[src/logic/mtrb_cfg.svh]
// register offsets, field positions and timing counts for the mezzanine test register bank
`ifndef MTRB_CFG_SVH
`define MTRB_CFG_SVH
// ----------------------------------------------------------------
// register offsets (byte addresses)
// ----------------------------------------------------------------
`define MTRB_OFS_CTRL_PORT   8'h00
`define MTRB_OFS_GEN_WORD    8'h04
`define MTRB_OFS_BANK_CTRL   8'h08
`define MTRB_OFS_B0_PTR      8'h0C
`define MTRB_OFS_B1_PTR      8'h10
`define MTRB_OFS_B0_THR      8'h14
`define MTRB_OFS_B1_THR      8'h18
`define MTRB_OFS_BANK_FLAGS  8'h1C
// ----------------------------------------------------------------
// control port fields
// ----------------------------------------------------------------
`define MTRB_CP_LINE         0
`define MTRB_CP_DIR          1
`define MTRB_CP_TDI          16
`define MTRB_CP_TDO          17
`define MTRB_CP_TCK          18
`define MTRB_CP_TMS          19
`define MTRB_CP_RST          31
// ----------------------------------------------------------------
// bank control fields
// ----------------------------------------------------------------
`define MTRB_BC_B0_OWN       0
`define MTRB_BC_B0_CLR       1
`define MTRB_BC_B1_OWN       2
`define MTRB_BC_B1_CLR       3
// ----------------------------------------------------------------
// bank flag fields (bank 1 sits four bits higher)
// ----------------------------------------------------------------
`define MTRB_FL_ZERO         0
`define MTRB_FL_END          1
`define MTRB_FL_MID          2
`define MTRB_FL_THR          3
`define MTRB_FL_B1_SHIFT     4
// ----------------------------------------------------------------
// reset values and timing
// ----------------------------------------------------------------
`define MTRB_RST_WORD        32'h0000_0000
`define MTRB_RST_DIR         1'b1
`define MTRB_MEZZ_RST_MS     100
`define MTRB_CLK_HZ          100000000
`define MTRB_MEZZ_RST_CYC    (`MTRB_MEZZ_RST_MS * (`MTRB_CLK_HZ / 1000))
`define MTRB_DEF_DEPTH       32'h0004_0000
`endif

[src/logic/mtrb_pkg.sv]
// types shared by the mezzanine test register bank
package mtrb_pkg;
  // ----------------------------------------------------------------
  // local bus request
  // ----------------------------------------------------------------
  typedef struct packed {
    logic        rd;
    logic        wr;
    logic [7:0]  addr;
    logic [31:0] wdata;
  } mtrb_req_t;
  // ----------------------------------------------------------------
  // mezzanine jtag drive
  // ----------------------------------------------------------------
  typedef struct packed {
    logic tdi;
    logic tck;
    logic tms;
  } mtrb_jtag_t;
  // ----------------------------------------------------------------
  // reset pulse state
  // ----------------------------------------------------------------
  typedef enum logic [0:0] {
    MTRB_RST_IDLE = 1'b0,
    MTRB_RST_HOLD = 1'b1
  } mtrb_rst_state_t;
endpackage

[src/logic/mtrb_bank.sv]
// mezzanine test register bank: control port, general word, sram bank pointers and flags
`include "mtrb_cfg.svh"
`timescale 1ns/10ps
`default_nettype none
module mtrb_bank #(
  parameter logic [31:0] BANK_DEPTH = `MTRB_DEF_DEPTH,
  parameter int          RST_CYC    = `MTRB_MEZZ_RST_CYC
) (
  // clock, reset, enable
  input  wire logic                clk_sys,
  input  wire logic                arst_n,
  input  wire logic                clk_en,
  // local bus
  input  wire mtrb_pkg::mtrb_req_t bus_req,
  output logic [31:0]              bus_rdata,
  output logic                     bus_rvalid,
  // 1-wire line
  input  wire logic                onewire_in,
  output logic                     onewire_out,
  output logic                     onewire_oe,
  // mezzanine jtag
  output mtrb_pkg::mtrb_jtag_t     jtag_out,
  input  wire logic                jtag_tdo,
  // mezzanine reset
  output logic                     mezzanine_reset_pulse,
  // memory banks
  input  wire logic                bank0_access,
  input  wire logic                bank1_access,
  output logic                     bank0_owner_select,
  output logic                     bank1_owner_select,
  output logic [31:0]              bank0_addr,
  output logic [31:0]              bank1_addr
);
  // ----------------------------------------------------------------
  // helpers
  // ----------------------------------------------------------------
  localparam logic [31:0] LAST_LOC = BANK_DEPTH - 32'h0000_0001;
  localparam logic [31:0] MID_LOC  = BANK_DEPTH >> 1;
  localparam logic [31:0] RST_LAST = 32'(RST_CYC - 1);

  function automatic logic reg_hit(input mtrb_pkg::mtrb_req_t r, input logic [7:0] ofs);
    return r.wr & (r.addr == ofs);
  endfunction

  function automatic logic [31:0] ptr_next(input logic [31:0] cur, input logic clr,
                                           input logic wr, input logic [31:0] wval,
                                           input logic step);
    logic [31:0] n;
    n = cur;
    if (clr)
      n = 32'h0000_0000;
    else if (wr)
      n = wval;
    else if (step)
      n = cur + 32'h0000_0001;
    return n;
  endfunction

  function automatic logic [3:0] flags_next(input logic [3:0] cur, input logic [31:0] p,
                                            input logic [31:0] thr, input logic wr,
                                            input logic wthr);
    logic [3:0] f;
    f = 4'h0;
    f[`MTRB_FL_ZERO] = (p == 32'h0000_0000);
    f[`MTRB_FL_END]  = (p >= LAST_LOC);
    f[`MTRB_FL_MID]  = (p >= MID_LOC);
    f[`MTRB_FL_THR]  = (p >= thr) | (cur[`MTRB_FL_THR] & ~(wr & ~wthr));
    return f;
  endfunction

  // ----------------------------------------------------------------
  // pin synchronisers
  // ----------------------------------------------------------------
  logic [1:0] ow_sync_r;
  logic [1:0] tdo_sync_r;
  always_ff @(posedge clk_sys or negedge arst_n)
    if (!arst_n)
    begin
      ow_sync_r  <= 2'h0;
      tdo_sync_r <= 2'h0;
    end
    else if (clk_en)
    begin
      ow_sync_r  <= {ow_sync_r[0], onewire_in};
      tdo_sync_r <= {tdo_sync_r[0], jtag_tdo};
    end

  // ----------------------------------------------------------------
  // write decode
  // ----------------------------------------------------------------
  logic wr_cp;
  logic wr_gw;
  logic wr_bc;
  logic wr_p0;
  logic wr_p1;
  logic wr_t0;
  logic wr_t1;
  logic wr_fl;
  assign wr_cp = reg_hit(bus_req, `MTRB_OFS_CTRL_PORT);
  assign wr_gw = reg_hit(bus_req, `MTRB_OFS_GEN_WORD);
  assign wr_bc = reg_hit(bus_req, `MTRB_OFS_BANK_CTRL);
  assign wr_p0 = reg_hit(bus_req, `MTRB_OFS_B0_PTR);
  assign wr_p1 = reg_hit(bus_req, `MTRB_OFS_B1_PTR);
  assign wr_t0 = reg_hit(bus_req, `MTRB_OFS_B0_THR);
  assign wr_t1 = reg_hit(bus_req, `MTRB_OFS_B1_THR);
  assign wr_fl = reg_hit(bus_req, `MTRB_OFS_BANK_FLAGS);

  // ----------------------------------------------------------------
  // control port: 1-wire and jtag
  // ----------------------------------------------------------------
  logic line_r;
  logic dir_r;
  always_ff @(posedge clk_sys or negedge arst_n)
    if (!arst_n)
    begin
      line_r <= 1'b0;
      dir_r  <= `MTRB_RST_DIR;
    end
    else if (clk_en && wr_cp)
    begin
      line_r <= bus_req.wdata[`MTRB_CP_LINE];
      dir_r  <= bus_req.wdata[`MTRB_CP_DIR];
    end

  // ----------------------------------------------------------------
  // jtag pins hold the last written levels
  // ----------------------------------------------------------------
  always_ff @(posedge clk_sys or negedge arst_n)
    if (!arst_n)
      jtag_out <= '0;
    else if (clk_en && wr_cp)
    begin
      jtag_out.tdi <= bus_req.wdata[`MTRB_CP_TDI];
      jtag_out.tck <= bus_req.wdata[`MTRB_CP_TCK];
      jtag_out.tms <= bus_req.wdata[`MTRB_CP_TMS];
    end

  // dir low drives the line, dir high releases it
  always_ff @(posedge clk_sys or negedge arst_n)
    if (!arst_n)
    begin
      onewire_out <= 1'b0;
      onewire_oe  <= 1'b0;
    end
    else if (clk_en)
    begin
      onewire_out <= wr_cp ? bus_req.wdata[`MTRB_CP_LINE] : line_r;
      onewire_oe  <= wr_cp ? ~bus_req.wdata[`MTRB_CP_DIR] : ~dir_r;
    end

  // ----------------------------------------------------------------
  // mezzanine reset timer
  // ----------------------------------------------------------------
  mtrb_pkg::mtrb_rst_state_t rst_st_r;
  logic [31:0]               rst_cnt_r;
  always_ff @(posedge clk_sys or negedge arst_n)
    if (!arst_n)
    begin
      rst_st_r              <= mtrb_pkg::MTRB_RST_IDLE;
      rst_cnt_r             <= 32'h0000_0000;
      mezzanine_reset_pulse <= 1'b0;
    end
    else if (clk_en)
    begin
      case (rst_st_r)
        mtrb_pkg::MTRB_RST_IDLE:
          if (wr_cp && bus_req.wdata[`MTRB_CP_RST])
          begin
            rst_st_r              <= mtrb_pkg::MTRB_RST_HOLD;
            rst_cnt_r             <= 32'h0000_0000;
            mezzanine_reset_pulse <= 1'b1;
          end
        mtrb_pkg::MTRB_RST_HOLD:
          if (rst_cnt_r == RST_LAST)
          begin
            rst_st_r              <= mtrb_pkg::MTRB_RST_IDLE;
            mezzanine_reset_pulse <= 1'b0;
          end
          else
            rst_cnt_r <= rst_cnt_r + 32'h0000_0001;
        default:
        begin
          rst_st_r              <= mtrb_pkg::MTRB_RST_IDLE;
          mezzanine_reset_pulse <= 1'b0;
        end
      endcase
    end

  // ----------------------------------------------------------------
  // general word
  // ----------------------------------------------------------------
  logic [31:0] gen_word_r;
  always_ff @(posedge clk_sys or negedge arst_n)
    if (!arst_n)
      gen_word_r <= `MTRB_RST_WORD;
    else if (clk_en && wr_gw)
      gen_word_r <= bus_req.wdata;

  // ----------------------------------------------------------------
  // bank control
  // ----------------------------------------------------------------
  logic b0_clr_r;
  logic b1_clr_r;
  always_ff @(posedge clk_sys or negedge arst_n)
    if (!arst_n)
    begin
      bank0_owner_select <= 1'b0;
      b0_clr_r           <= 1'b0;
    end
    else if (clk_en && wr_bc)
    begin
      bank0_owner_select <= bus_req.wdata[`MTRB_BC_B0_OWN];
      b0_clr_r           <= bus_req.wdata[`MTRB_BC_B0_CLR];
    end

  // ----------------------------------------------------------------
  // bank 1 control
  // ----------------------------------------------------------------
  always_ff @(posedge clk_sys or negedge arst_n)
    if (!arst_n)
    begin
      bank1_owner_select <= 1'b0;
      b1_clr_r           <= 1'b0;
    end
    else if (clk_en && wr_bc)
    begin
      bank1_owner_select <= bus_req.wdata[`MTRB_BC_B1_OWN];
      b1_clr_r           <= bus_req.wdata[`MTRB_BC_B1_CLR];
    end

  // ----------------------------------------------------------------
  // bank 0 pointer
  // ----------------------------------------------------------------
  always_ff @(posedge clk_sys or negedge arst_n)
    if (!arst_n)
      bank0_addr <= 32'h0000_0000;
    else if (clk_en)
      bank0_addr <= ptr_next(bank0_addr, b0_clr_r, wr_p0, bus_req.wdata,
                             bank0_access & bank0_owner_select);

  // ----------------------------------------------------------------
  // bank 1 pointer
  // ----------------------------------------------------------------
  always_ff @(posedge clk_sys or negedge arst_n)
    if (!arst_n)
      bank1_addr <= 32'h0000_0000;
    else if (clk_en)
      bank1_addr <= ptr_next(bank1_addr, b1_clr_r, wr_p1, bus_req.wdata,
                             bank1_access & bank1_owner_select);

  // ----------------------------------------------------------------
  // thresholds
  // ----------------------------------------------------------------
  logic [31:0] b0_thr_r;
  logic [31:0] b1_thr_r;
  always_ff @(posedge clk_sys or negedge arst_n)
    if (!arst_n)
      b0_thr_r <= 32'hFFFF_FFFF;
    else if (clk_en && wr_t0)
      b0_thr_r <= bus_req.wdata;

  always_ff @(posedge clk_sys or negedge arst_n)
    if (!arst_n)
      b1_thr_r <= 32'hFFFF_FFFF;
    else if (clk_en && wr_t1)
      b1_thr_r <= bus_req.wdata;

  // ----------------------------------------------------------------
  // bank flags: level flags follow the pointer, threshold flags stick
  // ----------------------------------------------------------------
  logic [3:0] b0_fl_r;
  logic [3:0] b1_fl_r;
  always_ff @(posedge clk_sys or negedge arst_n)
    if (!arst_n)
      b0_fl_r <= 4'h1;
    else if (clk_en)
      b0_fl_r <= flags_next(b0_fl_r, bank0_addr, b0_thr_r, wr_fl,
                            bus_req.wdata[`MTRB_FL_THR]);

  // ----------------------------------------------------------------
  // bank 1 flags
  // ----------------------------------------------------------------
  always_ff @(posedge clk_sys or negedge arst_n)
    if (!arst_n)
      b1_fl_r <= 4'h1;
    else if (clk_en)
      b1_fl_r <= flags_next(b1_fl_r, bank1_addr, b1_thr_r, wr_fl,
                            bus_req.wdata[`MTRB_FL_THR + `MTRB_FL_B1_SHIFT]);

  // ----------------------------------------------------------------
  // read path
  // ----------------------------------------------------------------
  logic [31:0] rd_mux;
  always_comb
  begin
    rd_mux = 32'h0000_0000;
    case (bus_req.addr)
      `MTRB_OFS_CTRL_PORT:
      begin
        rd_mux[`MTRB_CP_LINE] = ow_sync_r[1];
        rd_mux[`MTRB_CP_DIR]  = dir_r;
        rd_mux[`MTRB_CP_TDI]  = jtag_out.tdi;
        rd_mux[`MTRB_CP_TDO]  = tdo_sync_r[1];
        rd_mux[`MTRB_CP_TCK]  = jtag_out.tck;
        rd_mux[`MTRB_CP_TMS]  = jtag_out.tms;
        rd_mux[`MTRB_CP_RST]  = mezzanine_reset_pulse;
      end
      `MTRB_OFS_GEN_WORD:
        rd_mux = gen_word_r;
      `MTRB_OFS_BANK_CTRL:
        rd_mux[3:0] = {b1_clr_r, bank1_owner_select, b0_clr_r, bank0_owner_select};
      `MTRB_OFS_B0_PTR:
        rd_mux = bank0_addr;
      `MTRB_OFS_B1_PTR:
        rd_mux = bank1_addr;
      `MTRB_OFS_B0_THR:
        rd_mux = b0_thr_r;
      `MTRB_OFS_B1_THR:
        rd_mux = b1_thr_r;
      `MTRB_OFS_BANK_FLAGS:
        rd_mux[7:0] = {b1_fl_r, b0_fl_r};
      default:
        rd_mux = 32'h0000_0000;
    endcase
  end

  // ----------------------------------------------------------------
  // read answer, one cycle after the strobe
  // ----------------------------------------------------------------
  always_ff @(posedge clk_sys or negedge arst_n)
    if (!arst_n)
    begin
      bus_rdata  <= 32'h0000_0000;
      bus_rvalid <= 1'b0;
    end
    else if (clk_en)
    begin
      bus_rvalid <= bus_req.rd;
      if (bus_req.rd)
        bus_rdata <= rd_mux;
    end
endmodule
`default_nettype wire

[config.mk]
export PLATFORM = sky130hd
export DESIGN_NAME = mtrb_bank
export DESIGN_NICKNAME = d
export VERILOG_FILES = /design/src/logic/mtrb_pkg.sv /design/src/logic/mtrb_bank.sv
export VERILOG_INCLUDE_DIRS = /design/src /design/src/logic
export SDC_FILE = /design/constraint.sdc
export NUM_CORES = 1
export LEC_CHECK = 0
export BUFFER_PORTS_ARGS = -buffer_cell sky130_fd_sc_hd__buf_4
export CORE_MARGIN = 2
export CORE_UTILIZATION = 41
export CTS_BUF_LIST = sky130_fd_sc_hd__clkbuf_4 sky130_fd_sc_hd__clkbuf_8 sky130_fd_sc_hd__clkbuf_16
export CTS_CLUSTER_DIAMETER = 50
export CTS_CLUSTER_SIZE = 30
export DETAILED_ROUTE_END_ITERATION = 7
export GPL_ROUTABILITY_DRIVEN = 1
export PLACE_DENSITY = 0.63
export SYNTH_ARGS = -nofsm -noshare
export SYNTH_HDL_FRONTEND = slang
export SYNTH_SLANG_ARGS = --single-unit
[constraint.sdc]
create_clock -name clk_sys -period 2.38 [get_ports clk_sys]
set_clock_uncertainty 0.05 [all_clocks]
set_input_delay 0.476 -clock clk_sys [delete_from_list [all_inputs] [get_ports clk_sys]]
set_output_delay 0.476 -clock clk_sys [all_outputs]
set_load 0.03 [all_outputs]
## Word-level counts from Yosys, hierarchy flattened

Cells that the tools add are included.

| word-level totals | value |
|---|---|
| logic and storage cells | 108 |
| flip-flop bits (word level) | 250 |

| cells by class | value |
|---|---|
| reduce and logical (&&, ||, !) cells | 16 |
| mux-type cells | 24 |
| bitwise operators | 23 |
| order comparisons | 6 |
| $add $sub $neg | 3 |
| equality and inequality tests | 11 |

Operators with widths:

| cell | count |
|---|---|
| two-way mux 32 bit | 8 |
| >= comparator 32 x 18 -> 1 bit, second input constant | 4 |
| adder 32 x 1 -> 32 bit, second input constant | 3 |
| >= comparator 32 bit | 2 |
| zero test 32 bit | 2 |
| one-hot mux 32 bit (2 select lines) | 1 |
| one-hot mux 11 bit (5 select lines) | 1 |
| one-hot mux 4 bit (6 select lines) | 2 |
| one-hot mux 8 bit (5 select lines) | 1 |
| equality test 32 x 24 -> 1 bit, second input constant | 1 |
| equality test 8 x 5 -> 1 bit, second input constant | 4 |
| equality test 8 x 4 -> 1 bit, second input constant | 2 |
| one-hot mux 2 bit (8 select lines) | 1 |
| bitwise AND 1 bit | 14 |
| one-hot mux 2 bit (7 select lines) | 1 |
| equality test 8 x 3 -> 1 bit, second input constant | 1 |
| zero test 8 bit | 1 |
| NOT 1 bit | 7 |
| logical AND 1 bit | 6 |
| two-way mux 1 bit | 6 |
| one-hot mux 1 bit (6 select lines) | 1 |
| AND reduction 2 bit | 3 |
| AND reduction 3 bit | 2 |
| nonzero test 3 bit | 2 |
| 4 further kinds | 7 |

## Depth between registers and ports, before layout

| logic depth | value |
|---|---|
| depth in word-level cells | 6 |
| depth in mapped cells | 9 |
| gate-level depth less buffers | 8 |

## Least setup slack after synthesis

No wires, ideal clock.

| path | value |
|---|---|
| kind | register to register |
| from | register bank1_addr[1] |
| to | register bank1_addr[30] |
| cell stages (with the launch flop) | 8 |
| clock period less this slack | 2365 ps |
| arrival time | 2233 ps |
| path buffers | 0 |
| data required time | 2247 ps |
| path slack | 15 ps |
| path through | dfrtp_1 ha_1 nand3_1 nor4_2 nand4_1 nor4b_1 a21oi_1 o21ai_0 |

| on the way | value |
|---|---|
| word-level cells in the longest chain between the ends | 4 |

RTL lines:

| item | line | text |
|---|---|---|
| start, declared | mtrb_bank.sv:32 | `output logic [31:0] bank1_addr` |
| start signal, assigned | mtrb_bank.sv:248 | `bank1_addr <= ptr_next(bank1_addr, b1_clr_r, wr_p1, bus_req.wdata,` |
| adder 32 x 1 -> 32 bit | mtrb_bank.sv:55 | `n = cur + 32'h0000_0001;` |
| two-way mux 32 bit | mtrb_bank.sv:54 | `else if (step)` |
| two-way mux 32 bit | mtrb_bank.sv:52 | `else if (wr)` |
| two-way mux 32 bit | mtrb_bank.sv:50 | `if (clr)` |

No other way between the ends. The select of a mux whose other input is x is not followed.
A chain may end at the register's enable or synchronous reset.

## Final worst setup path

| path | value |
|---|---|
| from | register b0_thr_r[2] |
| to | register b0_fl_r[3] |

| on the way | value |
|---|---|
| word-level cells in the longest chain between the ends | 2 |

RTL lines:

| item | line | text |
|---|---|---|
| start, declared | mtrb_bank.sv:254 | `logic [31:0] b0_thr_r;` |
| start signal, assigned | mtrb_bank.sv:260 | `b0_thr_r <= bus_req.wdata;` |
| >= comparator 32 bit | mtrb_bank.sv:67 | `` f[`MTRB_FL_THR] = (p >= thr) \| (cur[`MTRB_FL_THR] & ~(wr & ~wthr)); `` |
| bitwise OR 1 bit | mtrb_bank.sv:67 |  |
| end signal, assigned | mtrb_bank.sv:277 | `b0_fl_r <= flags_next(b0_fl_r, bank0_addr, b0_thr_r, wr_fl,` |
| end, declared | mtrb_bank.sv:271 | `logic [3:0] b0_fl_r;` |

No other way between the ends.

==> flow_metrics.tcl <==
set metrics [dict create \
    initial_core_util_pct 41.6 \
    insertedDiodeCount 0 \
    cts-root-buf "clkbuf_16" \
    async_flop_share_pct 100 \
    fillers 3148 \
    drtAntennaViolNets 0 \
    synthCells 1496 \
    synth.avg_cell_area_um2 9.62 \
    crit_start "b0_thr_r[2]" \
    slew_headroom_pct 51.8 \
    grt_pass1_wl_um 75300 \
    worst-path-max-fanout 2 \
    fp.dieW_um 191 \
    final-seq-area_um2 6340 \
    hold_viol_final 0 \
    final_common_cell "buf_4" \
    io_buffers 153 \
    post-route-period-util_pct 96.9 \
    cts_tree "built" \
    hp-class "in -> reg" \
    tns_ns 0 \
    ios 154 \
    powerDensity_nw_per_um2 620 \
    tightest_slew_ns 0.720 \
    crit_type "reg -> reg" \
    cts_buffers 34 \
    area_growth_syn_to_layout_pct 27.8 \
    synth_seq_area_share_pct 44.1 \
    gr-usage-met3_pct 4.09 \
    min_period_ns 2.31 \
    use_met1_pct 35.7 \
    arrival_ns 2.65 \
    peakVddDrop_v 0.000681 \
    synthDistinctLibCells 65 \
    place.detailed.hpwl_um 35700 \
    route.detailed.wl_per_inst_um 21.9 \
    clkLatencyLatePin_ns 0.54 \
    drtPass1Iterations 8 \
    reg2reg_from "b0_thr_r[2]" \
    grt_usage_pct 26.6 \
    gp_congestion 0.898 \
    switching_share_pct 27.1 \
    synth_ff_type "dfrtp_1" \
    clkPwrFrac_pct 49.0 \
    pwr-share-seq_pct 39.9 \
    busiest_layer "met2" \
    fmax_mhz 433 \
    rsz0062_at_grt "true" \
    power_switching_uw 3090 \
    p_int_uw 8310 \
    drive_gt1_share_pct 32.2 \
    end_kind "register" \
    cp-start-kind "register" \
    syn-cell-area_um2 14400 \
    cts_buffer_depth 3 \
    yosysWarnings 0 \
    holdWs_ns 0.140 \
    required_ns 2.73 \
    route.detailed.drc 0 \
    rows 68 \
    drtIter0Drc 1327 \
    via_per_inst 6.05 \
    slew_viol_final 0 \
    core-area_um2 34500 \
    multi_input_area_um2 7430 \
    grt_overflow_total 0 \
    grt_use_met2_pct 44.3 \
    clock-sinks 250 \
    status "complete, no violations" \
    dp_cells 2155 \
    num_vias 13400 \
    grt_pass1_vias 13000 \
    fin_nets 1856 \
    fin_cells 2218 \
    grt_start_max_net_pins 58 \
    min_from "jtag_tdo" \
    cts.clk_slew.worst_paths_ns 0.07 \
    comb_power_share_pct 11.1 \
    routed_wl_um 48600 \
    die_area_um2 36600 \
    ys_ff_latch 250 \
    antenna_found_initial 0 \
    setup_viol 0 \
    synth-edff-count 0 \
    leakagePower_uw 0.00781 \
    most-common-layout-cells "buf_4 (279), dfrtp_1 (182), o21ai_0 (129), mux2_2 (111), nor2_1 (103)" \
    syn_nets 1614 \
    die_height_um 191 \
    cap_viol_max_count 0 \
    h-tree-depth 2 \
]
[power by group through the flow]
stage	sequential (uW)	clock, uW	combinational [uW]
2_1_floorplan	4770	0	416
3_3_place_gp	4620	0	1230
3_5_place_dp	4620	0	1260
4_1_cts	4550	5660	1270
5_1_grt	4570	5830	1370
6_report	4550	5590	1260
[path summary, 6_finish.rpt]
path	end	slack, ns	depth (start not counted)
worst max-delay path	b0_fl_r[3]	0.07	9
worst min-delay path	tdo_sync_r[0]	0.14	2
worst max register to register	b0_fl_r[3]	0.07	9
worst min register to register	b0_fl_r[0]	0.44	2
max in group asynchronous	b0_thr_r[14]	1.14	3
min in group asynchronous	gen_word_r[29]	0.41	2
[per-layer routing]
metal | part of all wire (%) | up-vias
li1 | - | 6076
met1 | 41 | 6619
met2 | 49 | 620
met3 | 7.5 | 94
met4 | 2.6 | 0
met5 | 0 | -
[cells by family after synthesis]
group | after synthesis | synth area share [%]
AND/OR/NAND/NOR | 452 | 16.5
AO/OA/AOI/OAI | 407 | 18.0
flip-flops | 250 | 44.1
buffers and inverters | 177 | 4.83
multiplexers | 116 | 9.04
adder cells (fa/ha/maj) | 69 | 6.00
XOR/XNOR | 25 | 1.52
[registers in the layout, summed over array words and instances, names as in the netlist]
name and count:
b0_thr_r 32, b1_thr_r 32, bank0_addr 32, bank1_addr 32, bus_rdata 32, gen_word_r 32, rst_cnt_r 32, b0_fl_r 4
b1_fl_r 4, jtag_out 3, ow_sync_r 2, tdo_sync_r 2, b0_clr_r 1, b1_clr_r 1, bank0_owner_select 1, bank1_owner_select 1
bus_rvalid 1, dir_r 1, line_r 1, mezzanine_reset_pulse 1, onewire_oe 1, onewire_out 1, rst_st_r 1
[worst max-delay path, cell delays in order (launching register included)]
cell and delay (ns):
dfstp_2 0.53, inv_1 0.04, ha_1 0.28, and3_1 0.19, o21ai_0 0.12, o21ai_0 0.13
a221o_1 0.35, a311oi_1 0.28, buf_4 0.15, o21ai_0 0.07
[per-stage QoR]
step / util (%) / power, uW / worst slack, ns / cell area (um2)
after CTS: 53.1 / 11500 / 0.0190 / 18300
after global routing: 53.2 / 11800 / -0.0511 / 18400
after detailed placement: 49.4 / 5880 / -0.155 / 17100
final: 53.2 / 11400 / 0.0727 / 18400
after global placement: 49.4 / 5840 / -0.139 / 17100
after floorplan: - / 5190 / 0.0145 / 14400
[cells in the mapped netlist (13+ instances only)]
master	n	area, um2
a21oi_1	88	440
dfrtp_1	183	4580
buf_1	17	63.8
dfstp_2	67	1760
nor4_1	41	257
buf_2	17	85.1
a31oi_1	30	188
nand2_1	78	293
inv_1	83	312
and2_1	13	81.3
clkbuf_1	58	218
and4_1	13	114
nand3_1	44	220
nor3_1	46	230
mux2_2	111	1250
o21ai_0	130	651
and3_1	19	119
nor2_1	106	398
xnor2_1	24	210
a22oi_1	56	420
a222oi_1	21	210
ha_1	69	863
nand4_1	34	213
[cell type report]
type	instances	share of cell area [%]
clock buffers	38	4.92
clock inverters	23	1.79
inverters	83	1.69
multi-input cells	1069	40.4
flip-flops and latches	250	34.5
well taps	455	3.10
repair buffers	300	13.6
[repair_timing]
| item | in CTS | in global routing |
|---|---|---|
| endpoints found under the hold margin | 27 | 0 |
| endpoints found under the setup margin | 1 | 8 |
| resized for setup | 1 | 9 |
| pin swaps | 0 | 3 |
| hold buffers | 1 | 0 |
| setup buffers | 0 | 1 |
No activity file was read; power rests on OpenSTA's default activity.
